$ cat config.mk
export PLATFORM = sky130hd
export DESIGN_NAME = accel_data_register_readout
export DESIGN_NICKNAME = d
export VERILOG_FILES = /design/src/verilog/accel_readout_pkg.sv /design/src/verilog/accel_data_register_readout.sv
export SDC_FILE = /design/constraint.sdc
export NUM_CORES = 1
export LEC_CHECK = 0
export ABC_AREA = 1
export BUFFER_PORTS_ARGS = -buffer_cell sky130_fd_sc_hd__buf_2
export CAP_MARGIN = 20
export CORE_ASPECT_RATIO = 0.8
export CORE_MARGIN = 5
export CORE_UTILIZATION = 50
export CTS_CLUSTER_DIAMETER = 30
export DETAILED_ROUTE_END_ITERATION = 10
export GPL_TIMING_DRIVEN = 0
export PLACE_DENSITY = 0.8
export RECOVER_POWER = 100
export SYNTH_ARGS = -nofsm -noshare
export SYNTH_HDL_FRONTEND = slang
export SYNTH_SLANG_ARGS = --single-unit
$ cat constraint.sdc
create_clock -name mclk -period 1.8 [get_ports mclk]
set_input_delay 0.36 -clock mclk [delete_from_list [all_inputs] [get_ports mclk]]
set_output_delay 0.36 -clock mclk [all_outputs]
set_load 0.05 [all_outputs]
$ cat src/verilog/accel_readout_pkg.sv
package accel_readout_pkg;

  // geometry
  localparam int unsigned AXES      = 3;
  localparam int unsigned SAMPLE_W  = 12;
  localparam int unsigned USER_REGS = 3;

  // register offsets
  localparam logic [7:0] ADDR_PART_IDENTITY   = 8'h00;
  localparam logic [7:0] ADDR_RESERVED_ONE    = 8'h01;
  localparam logic [7:0] ADDR_X_SAMPLE_LOW    = 8'h02;
  localparam logic [7:0] ADDR_X_SAMPLE_HIGH   = 8'h03;
  localparam logic [7:0] ADDR_AXIS_STRIDE     = 8'h02;
  localparam logic [7:0] ADDR_MOTION_EVENT    = 8'h09;
  localparam logic [7:0] ADDR_FIFO_EVENT      = 8'h0A;
  localparam logic [7:0] ADDR_TAP_SLOPE       = 8'h0B;
  localparam logic [7:0] ADDR_FLAT_ORIENT     = 8'h0C;
  localparam logic [7:0] ADDR_RESERVED_13     = 8'h0D;
  localparam logic [7:0] ADDR_QUEUE_FILL      = 8'h0E;
  localparam logic [7:0] ADDR_MEASURE_SPAN    = 8'h0F;
  localparam logic [7:0] ADDR_FILTER_WIDTH    = 8'h10;
  localparam logic [7:0] ADDR_POWER_STATE     = 8'h12;
  localparam logic [7:0] ADDR_READOUT_CONTROL = 8'h13;
  localparam logic [7:0] ADDR_SOFT_RESET      = 8'h14;
  localparam logic [7:0] ADDR_USER_BASE       = 8'h38;

  // reset values
  localparam logic [7:0] RST_MEASURE_SPAN    = 8'h03;
  localparam logic [7:0] RST_FILTER_WIDTH    = 8'h0F;
  localparam logic [7:0] RST_POWER_STATE     = 8'h00;
  localparam logic [7:0] RST_READOUT_CONTROL = 8'h00;
  localparam logic [7:0] RST_USER            = 8'h00;
  localparam logic [7:0] RST_RESERVED_13     = 8'hFF;
  localparam logic [7:0] READ_ZERO           = 8'h00;

  // field positions
  localparam int unsigned FRESH_BIT       = 0;
  localparam int unsigned LOW_NIBBLE_LSB  = 4;
  localparam int unsigned DEEP_SLEEP_BIT  = 5;
  localparam int unsigned LOCK_OFF_BIT    = 6;
  localparam int unsigned SPAN_W          = 4;
  localparam int unsigned FILTER_W        = 5;

  // readout availability, one-hot
  typedef enum logic [2:0] {
    RS_POWERUP = 3'b001,
    RS_ACTIVE  = 3'b010,
    RS_DEEP    = 3'b100
  } readState_t;

  // register access from the serial engine
  typedef struct packed {
    logic [7:0] addr;
    logic       rd;
    logic       wr;
    logic [7:0] wdata;
  } regReq_t;

  typedef logic [AXES-1:0][SAMPLE_W-1:0] axisSample_t;

  // event bytes produced elsewhere
  typedef struct packed {
    logic [7:0] motion;
    logic [7:0] fifoEvent;
    logic [7:0] tapSlope;
    logic [7:0] flatOrient;
    logic [7:0] queueFill;
  } eventStatus_t;

  // configuration driven to the rest of the sensor
  typedef struct packed {
    logic [SPAN_W-1:0]   span;
    logic [FILTER_W-1:0] filter;
    logic [7:0]          power;
    logic                lockOff;
  } cfg_t;

endpackage : accel_readout_pkg

$ cat src/verilog/accel_data_register_readout.sv
`timescale 1ns/100ps
// Operation
// - reading X low with the lock on freezes X high until X high is read.
// - a burst read running low then high yields a consistent sample while the lock is on.
// - samples read valid at any time except during power-up or deep sleep.
// - X low bits 7 to 4 hold sample bits 3 to 0.
// - each high register holds sample bits 11 to 4.
// - X low bit 0 reads one when a new sample was taken since X low was last read, else zero.
// - user registers start at zero and take any written value.
// - user registers keep their contents over soft reset and wake from deep sleep.
// - address zero always returns the fixed identity code and ignores writes.
module accel_data_register_readout
  import accel_readout_pkg::*;
#(
  // arbitrary identity value
  parameter logic [7:0] IDENTITY_FIELD = 8'h5C,
  // arbitrary soft reset key
  parameter logic [7:0] SOFT_RESET_KEY = 8'h5A
)(
  input  wire logic         mclk,
  input  wire logic         rst,
  input  wire logic         clkEn,
  input  wire regReq_t      regReq,
  output logic [7:0]        rdData,
  output logic              rdValid,
  input  wire logic         sampleValid,
  input  wire axisSample_t  sampleIn,
  input  wire eventStatus_t eventIn,
  input  wire logic         powerUpDone,
  output cfg_t              cfgOut,
  output logic              dataReady
);

  readState_t               state_q;
  readState_t               state_d;
  axisSample_t              live_q;
  logic [AXES-1:0][7:0]     high_q;
  logic [AXES-1:0]          lock_q;
  logic [AXES-1:0]          fresh_q;
  logic [AXES-1:0]          lowRead;
  logic [AXES-1:0]          highRead;
  logic [SPAN_W-1:0]        span_q;
  logic [FILTER_W-1:0]      filter_q;
  logic [7:0]               power_q;
  logic [7:0]               readCtl_q;
  logic [USER_REGS-1:0][7:0] user_q;
  logic [7:0]               rdData_d;
  logic [7:0]               rdData_q;
  logic                     rdValid_q;
  logic                     sampleTake;
  logic                     lockOff;
  logic                     powerWrite;
  logic                     wakeUp;
  logic                     softReset;
  logic                     commonClear;
  logic                     writeOpen;
  // address of an axis low register
  function automatic logic [7:0] lowAddr(input int unsigned idx);
    lowAddr = ADDR_X_SAMPLE_LOW + 8'(idx) * ADDR_AXIS_STRIDE;
  endfunction : lowAddr
  // address of an axis high register
  function automatic logic [7:0] highAddr(input int unsigned idx);
    highAddr = ADDR_X_SAMPLE_HIGH + 8'(idx) * ADDR_AXIS_STRIDE;
  endfunction : highAddr

  // write strobe for one address
  function automatic logic writeHit(input regReq_t req, input logic [7:0] addr);
    writeHit = req.wr && (req.addr == addr);
  endfunction : writeHit

  assign lockOff     = readCtl_q[LOCK_OFF_BIT];
  assign powerWrite  = writeHit(regReq, ADDR_POWER_STATE);
  assign wakeUp      = powerWrite && (state_q == RS_DEEP) && !regReq.wdata[DEEP_SLEEP_BIT];
  assign writeOpen   = (state_q != RS_DEEP);
  assign softReset   = writeOpen && writeHit(regReq, ADDR_SOFT_RESET) && (regReq.wdata == SOFT_RESET_KEY);
  assign commonClear = softReset || wakeUp;
  assign sampleTake  = sampleValid && (state_q == RS_ACTIVE);
  always_comb
  begin
    for (int i = 0; i < AXES; i++)
    begin
      lowRead[i]  = regReq.rd && (regReq.addr == lowAddr(i));
      highRead[i] = regReq.rd && (regReq.addr == highAddr(i));
    end
  end

  // availability state
  always_comb
  begin
    state_d = state_q;
    unique case (state_q)
      RS_POWERUP:
      begin
        if (powerUpDone)
        begin
          state_d = RS_ACTIVE;
        end
      end
      RS_ACTIVE:
      begin
        if (powerWrite && regReq.wdata[DEEP_SLEEP_BIT])
        begin
          state_d = RS_DEEP;
        end
      end
      RS_DEEP:
      begin
        if (wakeUp)
        begin
          state_d = RS_POWERUP;
        end
      end
      default:
      begin
        state_d = RS_POWERUP;
      end
    endcase
  end

  always_ff @(posedge mclk)
  begin
    if (rst)
    begin
      state_q <= RS_POWERUP;
    end
    else if (clkEn)
    begin
      state_q <= state_d;
    end
  end

  // live sample capture
  always_ff @(posedge mclk)
  begin
    if (rst)
    begin
      live_q <= '0;
    end
    else if (clkEn && sampleTake)
    begin
      live_q <= sampleIn;
    end
  end

  // high byte shadow per axis
  always_ff @(posedge mclk)
  begin
    if (rst)
    begin
      high_q <= '0;
    end
    else if (clkEn)
    begin
      for (int i = 0; i < AXES; i++)
      begin
        // frozen while locked or on the low read, unless lockOff is set
        if (lockOff || (!lock_q[i] && !lowRead[i]))
        begin
          high_q[i] <= sampleTake ? sampleIn[i][SAMPLE_W-1:LOW_NIBBLE_LSB] : live_q[i][SAMPLE_W-1:LOW_NIBBLE_LSB];
        end
      end
    end
  end

  // lock per axis
  always_ff @(posedge mclk)
  begin
    if (rst)
    begin
      lock_q <= '0;
    end
    else if (clkEn)
    begin
      for (int i = 0; i < AXES; i++)
      begin
        if (lockOff)
        begin
          lock_q[i] <= 1'b0;
        end
        // low then high in a burst locks then releases
        else if (lowRead[i])
        begin
          lock_q[i] <= 1'b1;
        end
        else if (highRead[i])
        begin
          lock_q[i] <= 1'b0;
        end
      end
    end
  end

  // fresh-data flags
  always_ff @(posedge mclk)
  begin
    if (rst)
    begin
      fresh_q <= '0;
    end
    else if (clkEn)
    begin
      for (int i = 0; i < AXES; i++)
      begin
        // new sample wins over the read clear
        if (sampleTake)
        begin
          fresh_q[i] <= 1'b1;
        end
        else if (lowRead[i])
        begin
          fresh_q[i] <= 1'b0;
        end
      end
    end
  end

  // common registers revert on reset, soft reset and wake
  always_ff @(posedge mclk)
  begin
    if (rst)
    begin
      span_q    <= RST_MEASURE_SPAN[SPAN_W-1:0];
      filter_q  <= RST_FILTER_WIDTH[FILTER_W-1:0];
      readCtl_q <= RST_READOUT_CONTROL;
    end
    else if (clkEn)
    begin
      if (commonClear)
      begin
        span_q    <= RST_MEASURE_SPAN[SPAN_W-1:0];
        filter_q  <= RST_FILTER_WIDTH[FILTER_W-1:0];
        readCtl_q <= RST_READOUT_CONTROL;
      end
      else if (writeOpen)
      begin
        if (writeHit(regReq, ADDR_MEASURE_SPAN))
        begin
          span_q <= regReq.wdata[SPAN_W-1:0];
        end
        if (writeHit(regReq, ADDR_FILTER_WIDTH))
        begin
          filter_q <= regReq.wdata[FILTER_W-1:0];
        end
        if (writeHit(regReq, ADDR_READOUT_CONTROL))
        begin
          readCtl_q <= regReq.wdata;
        end
      end
    end
  end

  // power control stays writable in deep sleep
  always_ff @(posedge mclk)
  begin
    if (rst)
    begin
      power_q <= RST_POWER_STATE;
    end
    else if (clkEn)
    begin
      if (wakeUp || softReset)
      begin
        power_q <= RST_POWER_STATE;
      end
      else if (powerWrite)
      begin
        power_q <= regReq.wdata;
      end
    end
  end

  // user registers
  always_ff @(posedge mclk)
  begin
    if (rst)
    begin
      user_q <= {USER_REGS{RST_USER}};
    end
    // untouched by soft reset and wake
    else if (clkEn && writeOpen)
    begin
      for (int i = 0; i < USER_REGS; i++)
      begin
        if (writeHit(regReq, ADDR_USER_BASE + 8'(i)))
        begin
          user_q[i] <= regReq.wdata;
        end
      end
    end
  end

  // read multiplexer
  always_comb
  begin
    rdData_d = READ_ZERO;
    for (int i = 0; i < AXES; i++)
    begin
      if (regReq.addr == lowAddr(i))
      begin
        // low nibble on bits 7 to 4, fresh flag on bit 0
        rdData_d = {live_q[i][3:0], 3'h0, fresh_q[i]};
      end
      if (regReq.addr == highAddr(i))
      begin
        rdData_d = high_q[i];
      end
    end
    // no valid sample outside active state
    if (state_q != RS_ACTIVE && regReq.addr >= ADDR_X_SAMPLE_LOW && regReq.addr <= highAddr(AXES - 1))
    begin
      rdData_d = READ_ZERO;
    end
    for (int i = 0; i < USER_REGS; i++)
    begin
      if (regReq.addr == ADDR_USER_BASE + 8'(i))
      begin
        rdData_d = user_q[i];
      end
    end
    case (regReq.addr)
      ADDR_PART_IDENTITY:   rdData_d = IDENTITY_FIELD;
      ADDR_MOTION_EVENT:    rdData_d = eventIn.motion;
      ADDR_FIFO_EVENT:      rdData_d = eventIn.fifoEvent;
      ADDR_TAP_SLOPE:       rdData_d = eventIn.tapSlope;
      ADDR_FLAT_ORIENT:     rdData_d = eventIn.flatOrient;
      ADDR_RESERVED_13:     rdData_d = RST_RESERVED_13;
      ADDR_QUEUE_FILL:      rdData_d = eventIn.queueFill;
      ADDR_MEASURE_SPAN:    rdData_d = {{(8 - SPAN_W){1'b0}}, span_q};
      ADDR_FILTER_WIDTH:    rdData_d = {{(8 - FILTER_W){1'b0}}, filter_q};
      ADDR_POWER_STATE:     rdData_d = power_q;
      ADDR_READOUT_CONTROL: rdData_d = readCtl_q;
      default:              rdData_d = rdData_d;
    endcase
  end

  // registered read answer
  always_ff @(posedge mclk)
  begin
    if (rst)
    begin
      rdData_q  <= READ_ZERO;
      rdValid_q <= 1'b0;
    end
    else if (clkEn)
    begin
      rdValid_q <= regReq.rd;
      if (regReq.rd)
      begin
        rdData_q <= rdData_d;
      end
    end
  end

  assign rdData       = rdData_q;
  assign rdValid      = rdValid_q;
  assign dataReady    = (state_q == RS_ACTIVE);
  assign cfgOut.span    = span_q;
  assign cfgOut.filter  = filter_q;
  assign cfgOut.power   = power_q;
  assign cfgOut.lockOff = lockOff;
endmodule : accel_data_register_readout

-- Word level (Yosys, flattened, before mapping)
Cells that the tools add are included.
- register bits: 127
- bits of input ports: 99
- output and inout bits: 28
- logic and storage cells: 165
- order comparisons: 2
- equal/unequal tests: 29
- muxes and demuxes: 44
- reduce and logical (&&, ||, !) cells: 68
- operators with widths (kind ; count):
    8-bit 2-to-1 mux ; 18
    8-bit case mux with 11 select lines ; 1
    8-bit by 4-bit equality test with 1-bit output, second input constant ; 7
    8-bit by 3-bit equality test with 1-bit output, second input constant ; 4
    8-bit by 5-bit equality test with 1-bit output, second input constant ; 4
    2-bit AND reduction ; 14
    1-bit logical AND ; 27
    8-bit by 6-bit equality test with 1-bit output, second input constant ; 3
    8-bit by 2-bit equality test with 1-bit output, second input constant ; 2
    2-bit nonzero test ; 8
    1-bit 2-to-1 mux ; 15
    5-bit 2-to-1 mux ; 3
    4-bit 2-to-1 mux ; 3
    3-bit 2-to-1 mux ; 3
    3-bit case mux with 3 select lines ; 1
    3-bit AND reduction ; 3
    3-bit nonzero test ; 3
    8-bit by 7-bit equality test with 1-bit output, second input constant ; 1
    8-bit by 2-bit greater-or-equal comparator with 1-bit output, second input constant ; 1
    8-bit by 3-bit <= comparator with 1-bit output, second input constant ; 1
    8-bit logical NOT ; 1
    1-bit logical NOT ; 7
    1-bit logical OR ; 4
    2-bit inequality test, second input constant ; 2
    7 further kinds ; 7

-- Logic depth before layout (Yosys ltp)
Gate-level depths: netlist (run 1).
- word-level depth: 12
- mapped depth: 14
- depth with buffers taken out: 13

-- Worst setup path before layout (run 1)
OpenSTA, ideal clock, no wires.
- path type: flip-flop to flip-flop
- start point: register state_q[2]
- end point: register live_q[1] (netlist bit)
- library setup time: 128 ps
- arrival time: 1714 ps
- required time: 1672 ps
- slack: -42 ps
- cell stages (with the launch flop): 10
- buffers on the path: 1
- period minus slack after synthesis: 1842 ps
- cell sequence: dfxtp_1 > inv_1 > nand3_1 > inv_1 > nand2_1 > inv_1 > nand2_1 > clkbuf_1 > o21ai_0 > a21oi_1
- longest elaborated chain between the ends: 3
- RTL lines (element ; RTL line ; text):
    start: declaration ; accel_data_register_readout.sv:34 ; readState_t state_q;
    start signal: assignment ; accel_data_register_readout.sv:128 ; state_q <= state_d;
    3-bit by 2-bit equality test with 1-bit output ; - ;
    named net dataReady ; accel_data_register_readout.sv:31 ; output logic dataReady
    1-bit logical AND ; accel_data_register_readout.sv:77 ; assign sampleTake = sampleValid && (state_q == RS_ACTIVE);
    1-bit logical AND ; accel_data_register_readout.sv:139 ; else if (clkEn && sampleTake)
    end signal: assignment ; accel_data_register_readout.sv:141 ; live_q <= sampleIn;
    end: declaration ; accel_data_register_readout.sv:36 ; axisSample_t live_q;
The timed path passes the listed nets, and every way through them passes these cells.
A chain may end at the register's enable or synchronous reset.

-- Final worst setup path (run 1)
- start point: input port regReq[15] (netlist bit)
- end point: register rdData_q[1], in the netlist rdData[1]
- longest elaborated chain between the ends: 11
- elaborated cells between the ends (all ways): 33
- those cells by class: order compare (2); eq/ne (18); mux (10); reduce/logical (3)
- RTL lines (element ; RTL line ; text):
    start: declaration ; accel_data_register_readout.sv:23 ; input wire regReq_t regReq,
    8-bit by 2-bit equality test with 1-bit output ; accel_data_register_readout.sv:303 ; if (regReq.addr == highAddr(i))
    8-bit 2-to-1 mux ; accel_data_register_readout.sv:303 ;
    8-bit 2-to-1 mux ; accel_data_register_readout.sv:298 ; if (regReq.addr == lowAddr(i))
    8-bit 2-to-1 mux ; accel_data_register_readout.sv:303 ;
    8-bit 2-to-1 mux ; accel_data_register_readout.sv:298 ;
    8-bit 2-to-1 mux ; accel_data_register_readout.sv:303 ;
    8-bit 2-to-1 mux ; accel_data_register_readout.sv:309 ; if (state_q != RS_ACTIVE && regReq.addr >= ADDR_X_SAMPLE_LOW && regReq.addr <= highAddr(AXES - 1))
    8-bit 2-to-1 mux (3 in series) ; accel_data_register_readout.sv:315 ; if (regReq.addr == ADDR_USER_BASE + 8'(i))
    8-bit case mux with 11 select lines (*) ; accel_data_register_readout.sv:320 ; case (regReq.addr)
    end signal: assignment ; accel_data_register_readout.sv:349 ; rdData_q <= rdData_d;
    end: declaration ; accel_data_register_readout.sv:48 ; logic [7:0] rdData_q;
Every way passes the cells marked *; elsewhere a longest branch is shown, timed or not.

==> results.sh, run 1 <==
export IMPL_core_area_sq_um=12100
export IMPL_regArea_sq_um=2550
export IMPL_ys_seq_area_share_pct=41.4
export IMPL_clkSlewWorstSetupHoldPaths_ns=0.06
export IMPL_dieHeight_microns=109
export IMPL_antenna_left=0
export IMPL_wirelength_mm=22.6
export IMPL_max_clock_freq_mhz=560
export IMPL_hold_depth=3
export IMPL_grt_pass1_wl_mm=34.1
export IMPL_arrival_ns=2.12
export IMPL_cts_sinks=127
export IMPL_drv_slew=0
export IMPL_grt_pass1_vias=6495
export IMPL_cts_buffer_depth=2
export IMPL_grt_util_all_layers_pct=30.0
export IMPL_gp_congestion=1.05
export IMPL_hold_buffers=0
export IMPL_p_total_mw=6.65
export IMPL_syn_avg_cell_area_sq_um=6.89
export IMPL_synthCells=891
export IMPL_die_area_sq_um=14600
export IMPL_r2r_slack_ns=0.02
export IMPL_min_delay_start="sampleIn[20]"
export IMPL_hold_viol=0
export IMPL_grt_ovfl_total=0
export IMPL_rsz0062_at_grt="true"
export IMPL_cp_max_fo=10
export IMPL_synth_fa_ha_area_share_pct=0
export IMPL_drt_first_pass_iters=6
export IMPL_muxShareOfSynthArea_pct=0
export IMPL_clock_latency_ns=0.41
export IMPL_cts_tree="yes"
export IMPL_period_share_pct=99.2
export IMPL_hp_class="in2reg"
export IMPL_viasPerCell=5.96
export IMPL_rr_endpoint="readCtl_q[6]$_SDFFE_PP0P_"
export IMPL_drtIter0Drc=1102
export IMPL_crit_path_start_kind="input port"
export IMPL_hold_path_endpoint="high_q[12]$_SDFFE_PP0P_"
export IMPL_cp_end_kind="flop"
export IMPL_wl_met1_mm=9.42
export IMPL_synth_top_family_by_area="simple AND/OR/NAND/NOR gates"
export IMPL_place_hpwl_mm=16.1
export IMPL_layout_min_cycle_time_ns=1.79
export IMPL_drc=0
export IMPL_synth_cell_types=40
export IMPL_ir_drop_uv=639
export IMPL_num_antenna_cells=0
export IMPL_antenna_found_initial=0
export IMPL_htreeDepth=4
export IMPL_dr_wl_met2_mm=9.54
export IMPL_routed_wl_met3_mm=2.68
export IMPL_yosys_warnings=0
export IMPL_wl_per_cell_microns=18.5
export IMPL_root_buffer="clkbuf_16"
export IMPL_synth_compound_area_share_pct=21.6
export IMPL_die_w_microns=134
export IMPL_synth_seq_cells=127
export IMPL_nNetsFinal=1154
export IMPL_maxCapViolCount=0
export IMPL_vias=7257
export IMPL_fin_util_pct=64.6
export IMPL_final_layout_size_suffix_gt1_share_pct=22.2
export IMPL_r2r_start="state_q[1]$_SDFFE_PP0P_"
export IMPL_areaGrowthSynthToFinish_pct=27.7
export IMPL_initial_utilization_pct=50.6
export IMPL_powerDensity_nw_per_um2=849
export IMPL_worstMarginPinSlew_ns=0.767
export IMPL_syn_area_sq_um=6130
export IMPL_cts_made_buffers=17
export IMPL_worstPathRequired_ns=2.14
export IMPL_portBuffers=126
export IMPL_r2r_cells=8
export IMPL_setup_violations=0
export IMPL_p_leak_nw=3.34
export IMPL_fillers=1088
export IMPL_status="finished, final reports clean"
export IMPL_clock_skew_ns=0.00710
export IMPL_topRoutingLayerUsed="met4"
export IMPL_synthXorXnorAreaFrac_pct=0
export IMPL_slew_headroom_pct=48.5
export IMPL_yosys_area_share_simple_pct=29.4
export IMPL_multi_input_area_sq_um=3310
export IMPL_finalSetupTns_ns=0
export IMPL_rows=36
export IMPL_boundaryPins=127
export IMPL_path_class="in2reg"
export IMPL_syn_num_nets=990
export IMPL_grt_max_degree=17
-- report_power, final --
| group | leakage, nW | switching, mW | internal [mW] |
|---|---|---|---|
| combinational | 2.05 | 0.436 | 0.197 |
| sequential | 1.03 | 0.0422 | 2.87 |
| clock | 0.259 | 1.20 | 1.90 |
| total | 3.34 | 1.68 | 4.97 |
-- how the worst max path moves through the flow --
stage | endpoint | from | slack, ns | cells past startpoint
finish | rdData[1]$_SDFFE_PP0P_ | regReq[15] | 0.01 | 11
global route | state_q[0]$_SDFFE_PP1P_ | state_q[2]$_SDFFE_PP0P_ | -0.04 | 9
CTS | readCtl_q[1]$_SDFFE_PP0P_ | state_q[2]$_SDFFE_PP0P_ | 0.0003 | 9
detailed placement | high_q[18]$_SDFFE_PP0P_ | regReq[17] | -0.53 | 12
global placement | rdData[1]$_SDFFE_PP0P_ | regReq[17] | -0.52 | 12
floorplan | live_q[0]$_SDFFE_PP0P_ | state_q[0]$_SDFFE_PP1P_ | -0.02 | 9
-- flip-flops by register name (all words and copies together), names as in the netlist --
name	cells
user_q	24
readCtl_q	8
live_q	36
state_q	3
lock_q	3
span_q	4
fresh_q	3
high_q	24
rdValid	1
power_q	8
rdData	8
filter_q	5
-- layout make-up --
cell class | instances | area share [%]
Multi-Input combinational cell | 648 | 42.2
Timing Repair Buffer | 145 | 9.52
Buffer | 44 | 3.02
Sequential cell | 127 | 32.5
Clock buffer | 22 | 5.80
Clock inverter | 8 | 0.863
Tap cell | 152 | 2.43
Inverter | 72 | 3.61
-- cell usage in the layout, fill, tap and decap left out, drive strengths merged, types with 7 or more instances in the layout --
master	count
a211oi	8
a21oi	95
a31oi	25
buf	133
clkbuf	78
clkinv	7
dfxtp	127
inv	70
nand2	205
nand3	95
nand4	19
nor2	73
nor3	9
o21ai	95
-- worst max-delay path, stage by stage --
cell and delay (ns):
buf_2 0.14, nor2_1 0.14, nand2_2 0.13, buf_4 0.16
nor2_1 0.16, clkbuf_2 0.30, nand3_1 0.14, o2111ai_2 0.12
nand3b_1 0.21, o21ai_1 0.10, a21oi_1 0.15
-- cells in the mapped netlist (all sizes together) --
| master | n | area (sq um) |
|---|---|---|
| a221oi | 2 | 17.5 |
| clkinv | 1 | 3.75 |
| a21oi | 95 | 490 |
| o211ai | 4 | 30.0 |
| a31oi | 25 | 156 |
| nor3 | 9 | 55.1 |
| buf | 17 | 90.1 |
| o21ai | 95 | 475 |
| o2111a | 2 | 22.5 |
| nand3b | 3 | 35.0 |
| nand4 | 19 | 119 |
| nand3 | 95 | 485 |
| o22ai | 1 | 6.26 |
| inv | 71 | 267 |
| nor2 | 73 | 294 |
| dfxtp | 127 | 2540 |
| or2 | 2 | 12.5 |
| o2111ai | 3 | 26.3 |
| nand2 | 205 | 790 |
| o21bai | 2 | 15.0 |
| a211oi | 8 | 60.1 |
| nor4 | 2 | 12.5 |
| a41oi | 1 | 8.76 |
| clkbuf | 27 | 101 |
| a311oi | 1 | 8.76 |
| a32o | 1 | 10.0 |
-- kinds of logic after synthesis --
group | Yosys count
AOI/OAI and AO/OA | 240
buffers and inverters | 116
DFF | 127
and+or+nand+nor | 408
-- routing by layer --
| layer | GRT usage, % | vias up |
|---|---|---|
| li1 | - | 3378 |
| met1 | 40.3 | 3255 |
| met2 | 45.4 | 528 |
| met3 | 9.32 | 96 |
| met4 | 11.3 | 0 |
| met5 | 0 | - |
-- metrics by stage --
stage	std cells	cell area [sq um]	hold slack, ns	setup WS [ns]
floorplan	891	6140	0.425	-0.0165
global placement	1169	6960	0.441	-0.517
detailed placement	1169	6960	0.446	-0.529
CTS	1208	7640	0.212	0.000304
global route	1218	7830	0.213	-0.0388
finish	1218	7830	0.224	0.0142
-- repair_timing --
action                     CTS  global route
resized for setup           32            68
buffers inserted             9            10
pin swaps                    4            15
setup endpoints to repair   95           111
(Power assumes the default switching activity.)
==> inputs of run 2 (changes only) <==
Settings changed: RECOVER_POWER 100 to not set.
==> results.sh, run 2 (synthesis gave the netlist of run 1 again) <==
export IMPL_final_layout_size_suffix_gt1_share_pct=24.6
export IMPL_layout_min_cycle_time_ns=1.78
export IMPL_root_buffer="clkbuf_16"
export IMPL_worstMarginPinSlew_ns=0.782
export IMPL_worst_slack_ns=0.0172
export IMPL_wl_per_cell_microns=18.6
export IMPL_arrival_ns=2.08
export IMPL_top_register="live_q"
export IMPL_rsz0062_at_grt="true"
export IMPL_dieHeight_microns=109
export IMPL_clock_latency_ns=0.41
export IMPL_hold_viol=0
export IMPL_largest_reg_flops=36
export IMPL_grt_util_all_layers_pct=30.0
export IMPL_hp_class="in2reg"
export IMPL_gp_congestion=1.05
export IMPL_top_regs="live_q x36, high_q x24, user_q x24"
export IMPL_drt_first_pass_iters=6
export IMPL_multi_input_area_sq_um=3310
export IMPL_crit_path_start_kind="flop"
export IMPL_worstPathRequired_ns=2.10
export IMPL_initial_utilization_pct=50.6
export IMPL_path_class="reg2reg"
export IMPL_regArea_sq_um=2550
export IMPL_max_clock_freq_mhz=561
export IMPL_num_antenna_cells=0
export IMPL_setup_violations=0
export IMPL_period_share_pct=99.0
export IMPL_sequentialPowerShare_pct=43.8
export IMPL_drc=0
export IMPL_cts_sinks=127
export IMPL_cts_made_buffers=17
export IMPL_grt_pass1_vias=6495
export IMPL_drtIter0Drc=1005
export IMPL_htreeDepth=4
export IMPL_viasPerCell=5.95
export IMPL_grt_max_degree=17
export IMPL_powerDensity_nw_per_um2=846
export IMPL_core_area_sq_um=12100
export IMPL_rows=36
export IMPL_maxCapViolCount=0
export IMPL_wirelength_mm=22.6
export IMPL_p_total_mw=6.66
export IMPL_slew_headroom_pct=47.9
export IMPL_portBuffers=126
export IMPL_place_ws_ns=-0.529
export IMPL_drv_slew=0
export IMPL_intPower_mw=4.97
export IMPL_combPwrFrac_pct=9.6
export IMPL_boundaryPins=127
export IMPL_most_common_layout_cells="nand2_1, buf_2, dfxtp_1"
export IMPL_antenna_found_initial=0
export IMPL_ir_drop_uv=637
export IMPL_grt_pass1_wl_mm=34.1
export IMPL_switchingPower_mw=1.69
export IMPL_clkSlewWorstSetupHoldPaths_ns=0.06
export IMPL_cp_max_fo=6
export IMPL_status="finished, final reports clean"
export IMPL_cts_tree="yes"
export IMPL_place_hpwl_mm=16.1
export IMPL_holdWs_ns=0.221
export IMPL_die_w_microns=134
export IMPL_final_common_cell="nand2_1"
export IMPL_fillers=1072
export IMPL_die_area_sq_um=14600
export IMPL_cts_buffer_depth=2
export IMPL_nNetsFinal=1154
export IMPL_p_leak_nw=3.43
export IMPL_vias=7248
export IMPL_clock_skew_ns=0.00704
export IMPL_sw_frac_of_total_pct=25.3
export IMPL_areaGrowthSynthToFinish_pct=28.3
export IMPL_pwr_share_clk_pct=46.7
export IMPL_antenna_left=0
export IMPL_grt_ovfl_total=0
export IMPL_cp_end_kind="flop"
run 2: cell types whose count changed in the layout (fill, tap and decap cells not counted):
cell / before / now
clkbuf_1: 45 / 20
clkbuf_2: 10 / 5
clkbuf_4: 5 / 6
buf_4: 24 / 26
buf_2: 103 / 130
run 2: area by class of cell:
class	count	share of cell area, %
inverter	72	3.59
clock inverter	8	0.859
buffer	44	3.07
clock buffer	22	5.77
tap	152	2.42
timing repair buffer	145	9.90
multi-input combinational	648	42.0
sequential	127	32.4
run 2: stage by stage:
stage | setup TNS [ns] | cells | cell area (sq um) | utilization (%)
2_1_floorplan | -0.329 | 891 | 6140 | -
3_3_place_gp | -37.42 | 1169 | 6960 | 57.5
3_5_place_dp | -39.29 | 1169 | 6960 | 57.5
4_1_cts | 0 | 1208 | 7640 | 63.1
5_1_grt | -0.219 | 1218 | 7870 | 65.0
6_report | 0 | 1218 | 7870 | 65.0
run 2: path summary, 6_finish.rpt:
path | startpoint | endpoint | slack (ns) | depth (start not counted)
worst max-delay path | state_q[1]$_SDFFE_PP0P_ | readCtl_q[6]$_SDFFE_PP0P_ | 0.02 | 8
worst min-delay path | sampleIn[21] | live_q[21]$_SDFFE_PP0P_ | 0.22 | 3
worst max register to register | state_q[1]$_SDFFE_PP0P_ | readCtl_q[6]$_SDFFE_PP0P_ | 0.02 | 8
worst min register to register | readCtl_q[7]$_SDFFE_PP0P_ | readCtl_q[7]$_SDFFE_PP0P_ | 0.46 | 2
run 2: repair_timing:
action | 4_1_cts | 5_1_grt
hold buffers | 0 | 0
hold endpoints to repair | 0 | 0
gates resized for setup | 32 | 68
gates cloned | 0 | 0
setup buffers | 9 | 10
endpoints found under the setup margin | 95 | 111
pin swaps | 4 | 15
run 2: critical path: stages, from the launching register on:
cell and delay (ns):
dfxtp_2 0.35, nor3_4 0.28, buf_6 0.16, nand3b_4 0.10, a21oi_4 0.30, nand2_4 0.14, buf_4 0.17, o21ai_1 0.11
a21oi_1 0.06
run 2: layer usage:
layer	track usage, %	vias to the layer above	part of all wire, %
li1	-	3374	-
met1	40.3	3297	42
met2	45.4	511	43
met3	9.32	66	12
met4	11.3	0	3.3
met5	0	-	0
run 2: power groups by stage:
| stage | logic, mW | registers (mW) | clock network [mW] |
|---|---|---|---|
| final | 0.637 | 2.92 | 3.11 |
| after global routing | 0.683 | 2.92 | 3.24 |
| after CTS | 0.584 | 2.91 | 3.10 |
| after detailed placement | 0.557 | 2.97 | 0 |
| after global placement | 0.552 | 2.96 | 0 |
| after floorplan | 0.269 | 2.98 | 0 |
==> inputs of run 3 (changes only) <==
Settings changed: PLACE_DENSITY 0.8 to not set, PLACE_DENSITY_LB_ADDON set to 0.25.
==> results.sh, run 3 (synthesis gave the netlist of run 1 again) <==
export IMPL_status="finished, final reports clean"
export IMPL_cts_made_buffers=17
export IMPL_powerDensity_nw_per_um2=894
export IMPL_die_w_microns=134
export IMPL_final_cells=1210
export IMPL_viasPerCell=5.96
export IMPL_gp_congestion=0.953
export IMPL_htreeDepth=4
export IMPL_antenna_found_initial=0
export IMPL_p_leak_nw=3.41
export IMPL_ir_drop_uv=623
export IMPL_most_common_layout_cells="nand2_1, buf_2, dfxtp_1"
export IMPL_antenna_left=0
export IMPL_worst_slack_ns=0.0125
export IMPL_areaGrowthSynthToFinish_pct=28.6
export IMPL_top_register="live_q"
export IMPL_routed_wl_met3_mm=2.83
export IMPL_slew_headroom_pct=50.4
export IMPL_final_common_cell="nand2_1"
export IMPL_core_area_sq_um=12100
export IMPL_drv_slew=0
export IMPL_dp_cells=1169
export IMPL_cts_buffer_depth=2
export IMPL_fin_util_pct=65.1
export IMPL_dieHeight_microns=109
export IMPL_arrival_ns=2.07
export IMPL_drc=0
export IMPL_maxCapViolCount=0
export IMPL_cp_end_kind="flop"
export IMPL_clock_skew_ns=0.00516
export IMPL_worstPathRequired_ns=2.08
export IMPL_grt_ovfl_total=0
export IMPL_place_hpwl_mm=16.2
export IMPL_clkSlewWorstSetupHoldPaths_ns=0.06
export IMPL_worstMarginPinSlew_ns=0.744
export IMPL_boundaryPins=127
export IMPL_wl_per_cell_microns=18.8
export IMPL_largest_reg_flops=36
export IMPL_topRoutingLayerUsed="met4"
export IMPL_rsz0062_at_grt="true"
export IMPL_cts_tree="yes"
export IMPL_holdWs_ns=0.220
export IMPL_path_class="in2reg"
export IMPL_die_area_sq_um=14600
export IMPL_period_share_pct=99.3
export IMPL_setup_violations=0
export IMPL_cp_max_fo=10
export IMPL_cp_cell_sequence="buf_2 > nor2_2 > nand2_4 > inv_2 > clkbuf_4 > buf_6 > nand2_1 > nor2_1 > a211oi_2 > nand3_1 > o21ai_2 > a21oi_1"
export IMPL_place_ws_ns=-0.623
export IMPL_grt_max_degree=17
export IMPL_hp_class="in2reg"
export IMPL_initial_utilization_pct=50.6
export IMPL_max_clock_freq_mhz=559
export IMPL_wirelength_mm=22.8
export IMPL_crit_path_start_kind="input port"
export IMPL_nNetsFinal=1145
export IMPL_hold_buffers=0
export IMPL_hold_viol=0
export IMPL_root_buffer="clkbuf_16"
export IMPL_wl_met1_mm=9.44
export IMPL_grt_util_all_layers_pct=30.0
export IMPL_vias=7215
export IMPL_grt_pass1_wl_mm=33.8
export IMPL_grt_pass1_vias=6275
export IMPL_drtIter0Drc=1001
export IMPL_max_stage_delay_ns=0.24
export IMPL_cp_slowest_cell="nand2_1"
export IMPL_portBuffers=126
export IMPL_final_layout_size_suffix_gt1_share_pct=24.1
export IMPL_layout_min_cycle_time_ns=1.79
export IMPL_clock_latency_ns=0.42
export IMPL_dr_wl_met2_mm=9.80
export IMPL_drt_first_pass_iters=6
export IMPL_cts_sinks=127
export IMPL_top_regs="live_q x36, high_q x24, user_q x24"
export IMPL_rows=36
## run 3: cell types whose count changed in the layout (fill, tap and decap cells not counted), moves of 4 or more
cell      previous run  this run
o21ai_0             87        82
o21ai_1              7        12
buf_4               26        16
nor3_2               0         4
clkinv_2             7         0
nor3_1               7         3
## run 3: path summary, 6_finish.rpt
check	from	end	slack, ns	depth (start not counted)
worst max register to register	state_q[0]$_SDFFE_PP1P_	readCtl_q[7]$_SDFFE_PP0P_	0.04	8
worst max-delay path	regReq[15]	rdData[3]$_SDFFE_PP0P_	0.01	12
worst min-delay path	sampleIn[18]	high_q[10]$_SDFFE_PP0P_	0.22	3
worst min register to register	live_q[29]$_SDFFE_PP0P_	live_q[29]$_SDFFE_PP0P_	0.46	2
## run 3: cell type report
type	instances	area [sq um]
inverters	72	282
repair buffers	136	724
clock buffers	25	485
flip-flops and latches	127	2550
clock inverters	5	105
multi-input cells	648	3310
diodes	1	2.50
well taps	152	190
fillers	1086	4230
plain buffers	44	248
## run 3: power breakdown
part           internal (mW)  total [mW]  switching [mW]
Clock                   2.27        3.52            1.24
Sequential              2.87        2.91          0.0395
Combinational          0.195       0.627           0.431
## run 3: per-layer routing
layer / vias to the layer above / GRT usage (%)
li1: 3351 / -
met1: 3291 / 42.3
met2: 488 / 45.1
met3: 85 / 8.39
met4: 0 / 8.44
met5: - / 0
## run 3: per-stage QoR
| step | setup TNS, ns | total power [mW] | area, sq um |
|---|---|---|---|
| floorplan | -0.329 | 3.25 | 6140 |
| global placement | -38.71 | 3.51 | 6960 |
| detailed placement | -42.06 | 3.52 | 6960 |
| CTS | -0.106 | 6.97 | 7710 |
| global route | -0.343 | 7.21 | 7890 |
| finish | 0 | 7.05 | 7890 |
## run 3: timing repair
action                                  CTS  global route
gates resized for setup                  43            63
endpoints found under the setup margin   93           105
pin swaps                                 2             6
setup buffers                             5             5
## run 3: critical path, delay by kind of cell
| family | cells | cell delay (ns) |
|---|---|---|
| buffers and inverters | 4 | 0.57 |
| AO/OA/AOI/OAI | 3 | 0.47 |
| AND/OR/NAND/NOR | 5 | 0.66 |
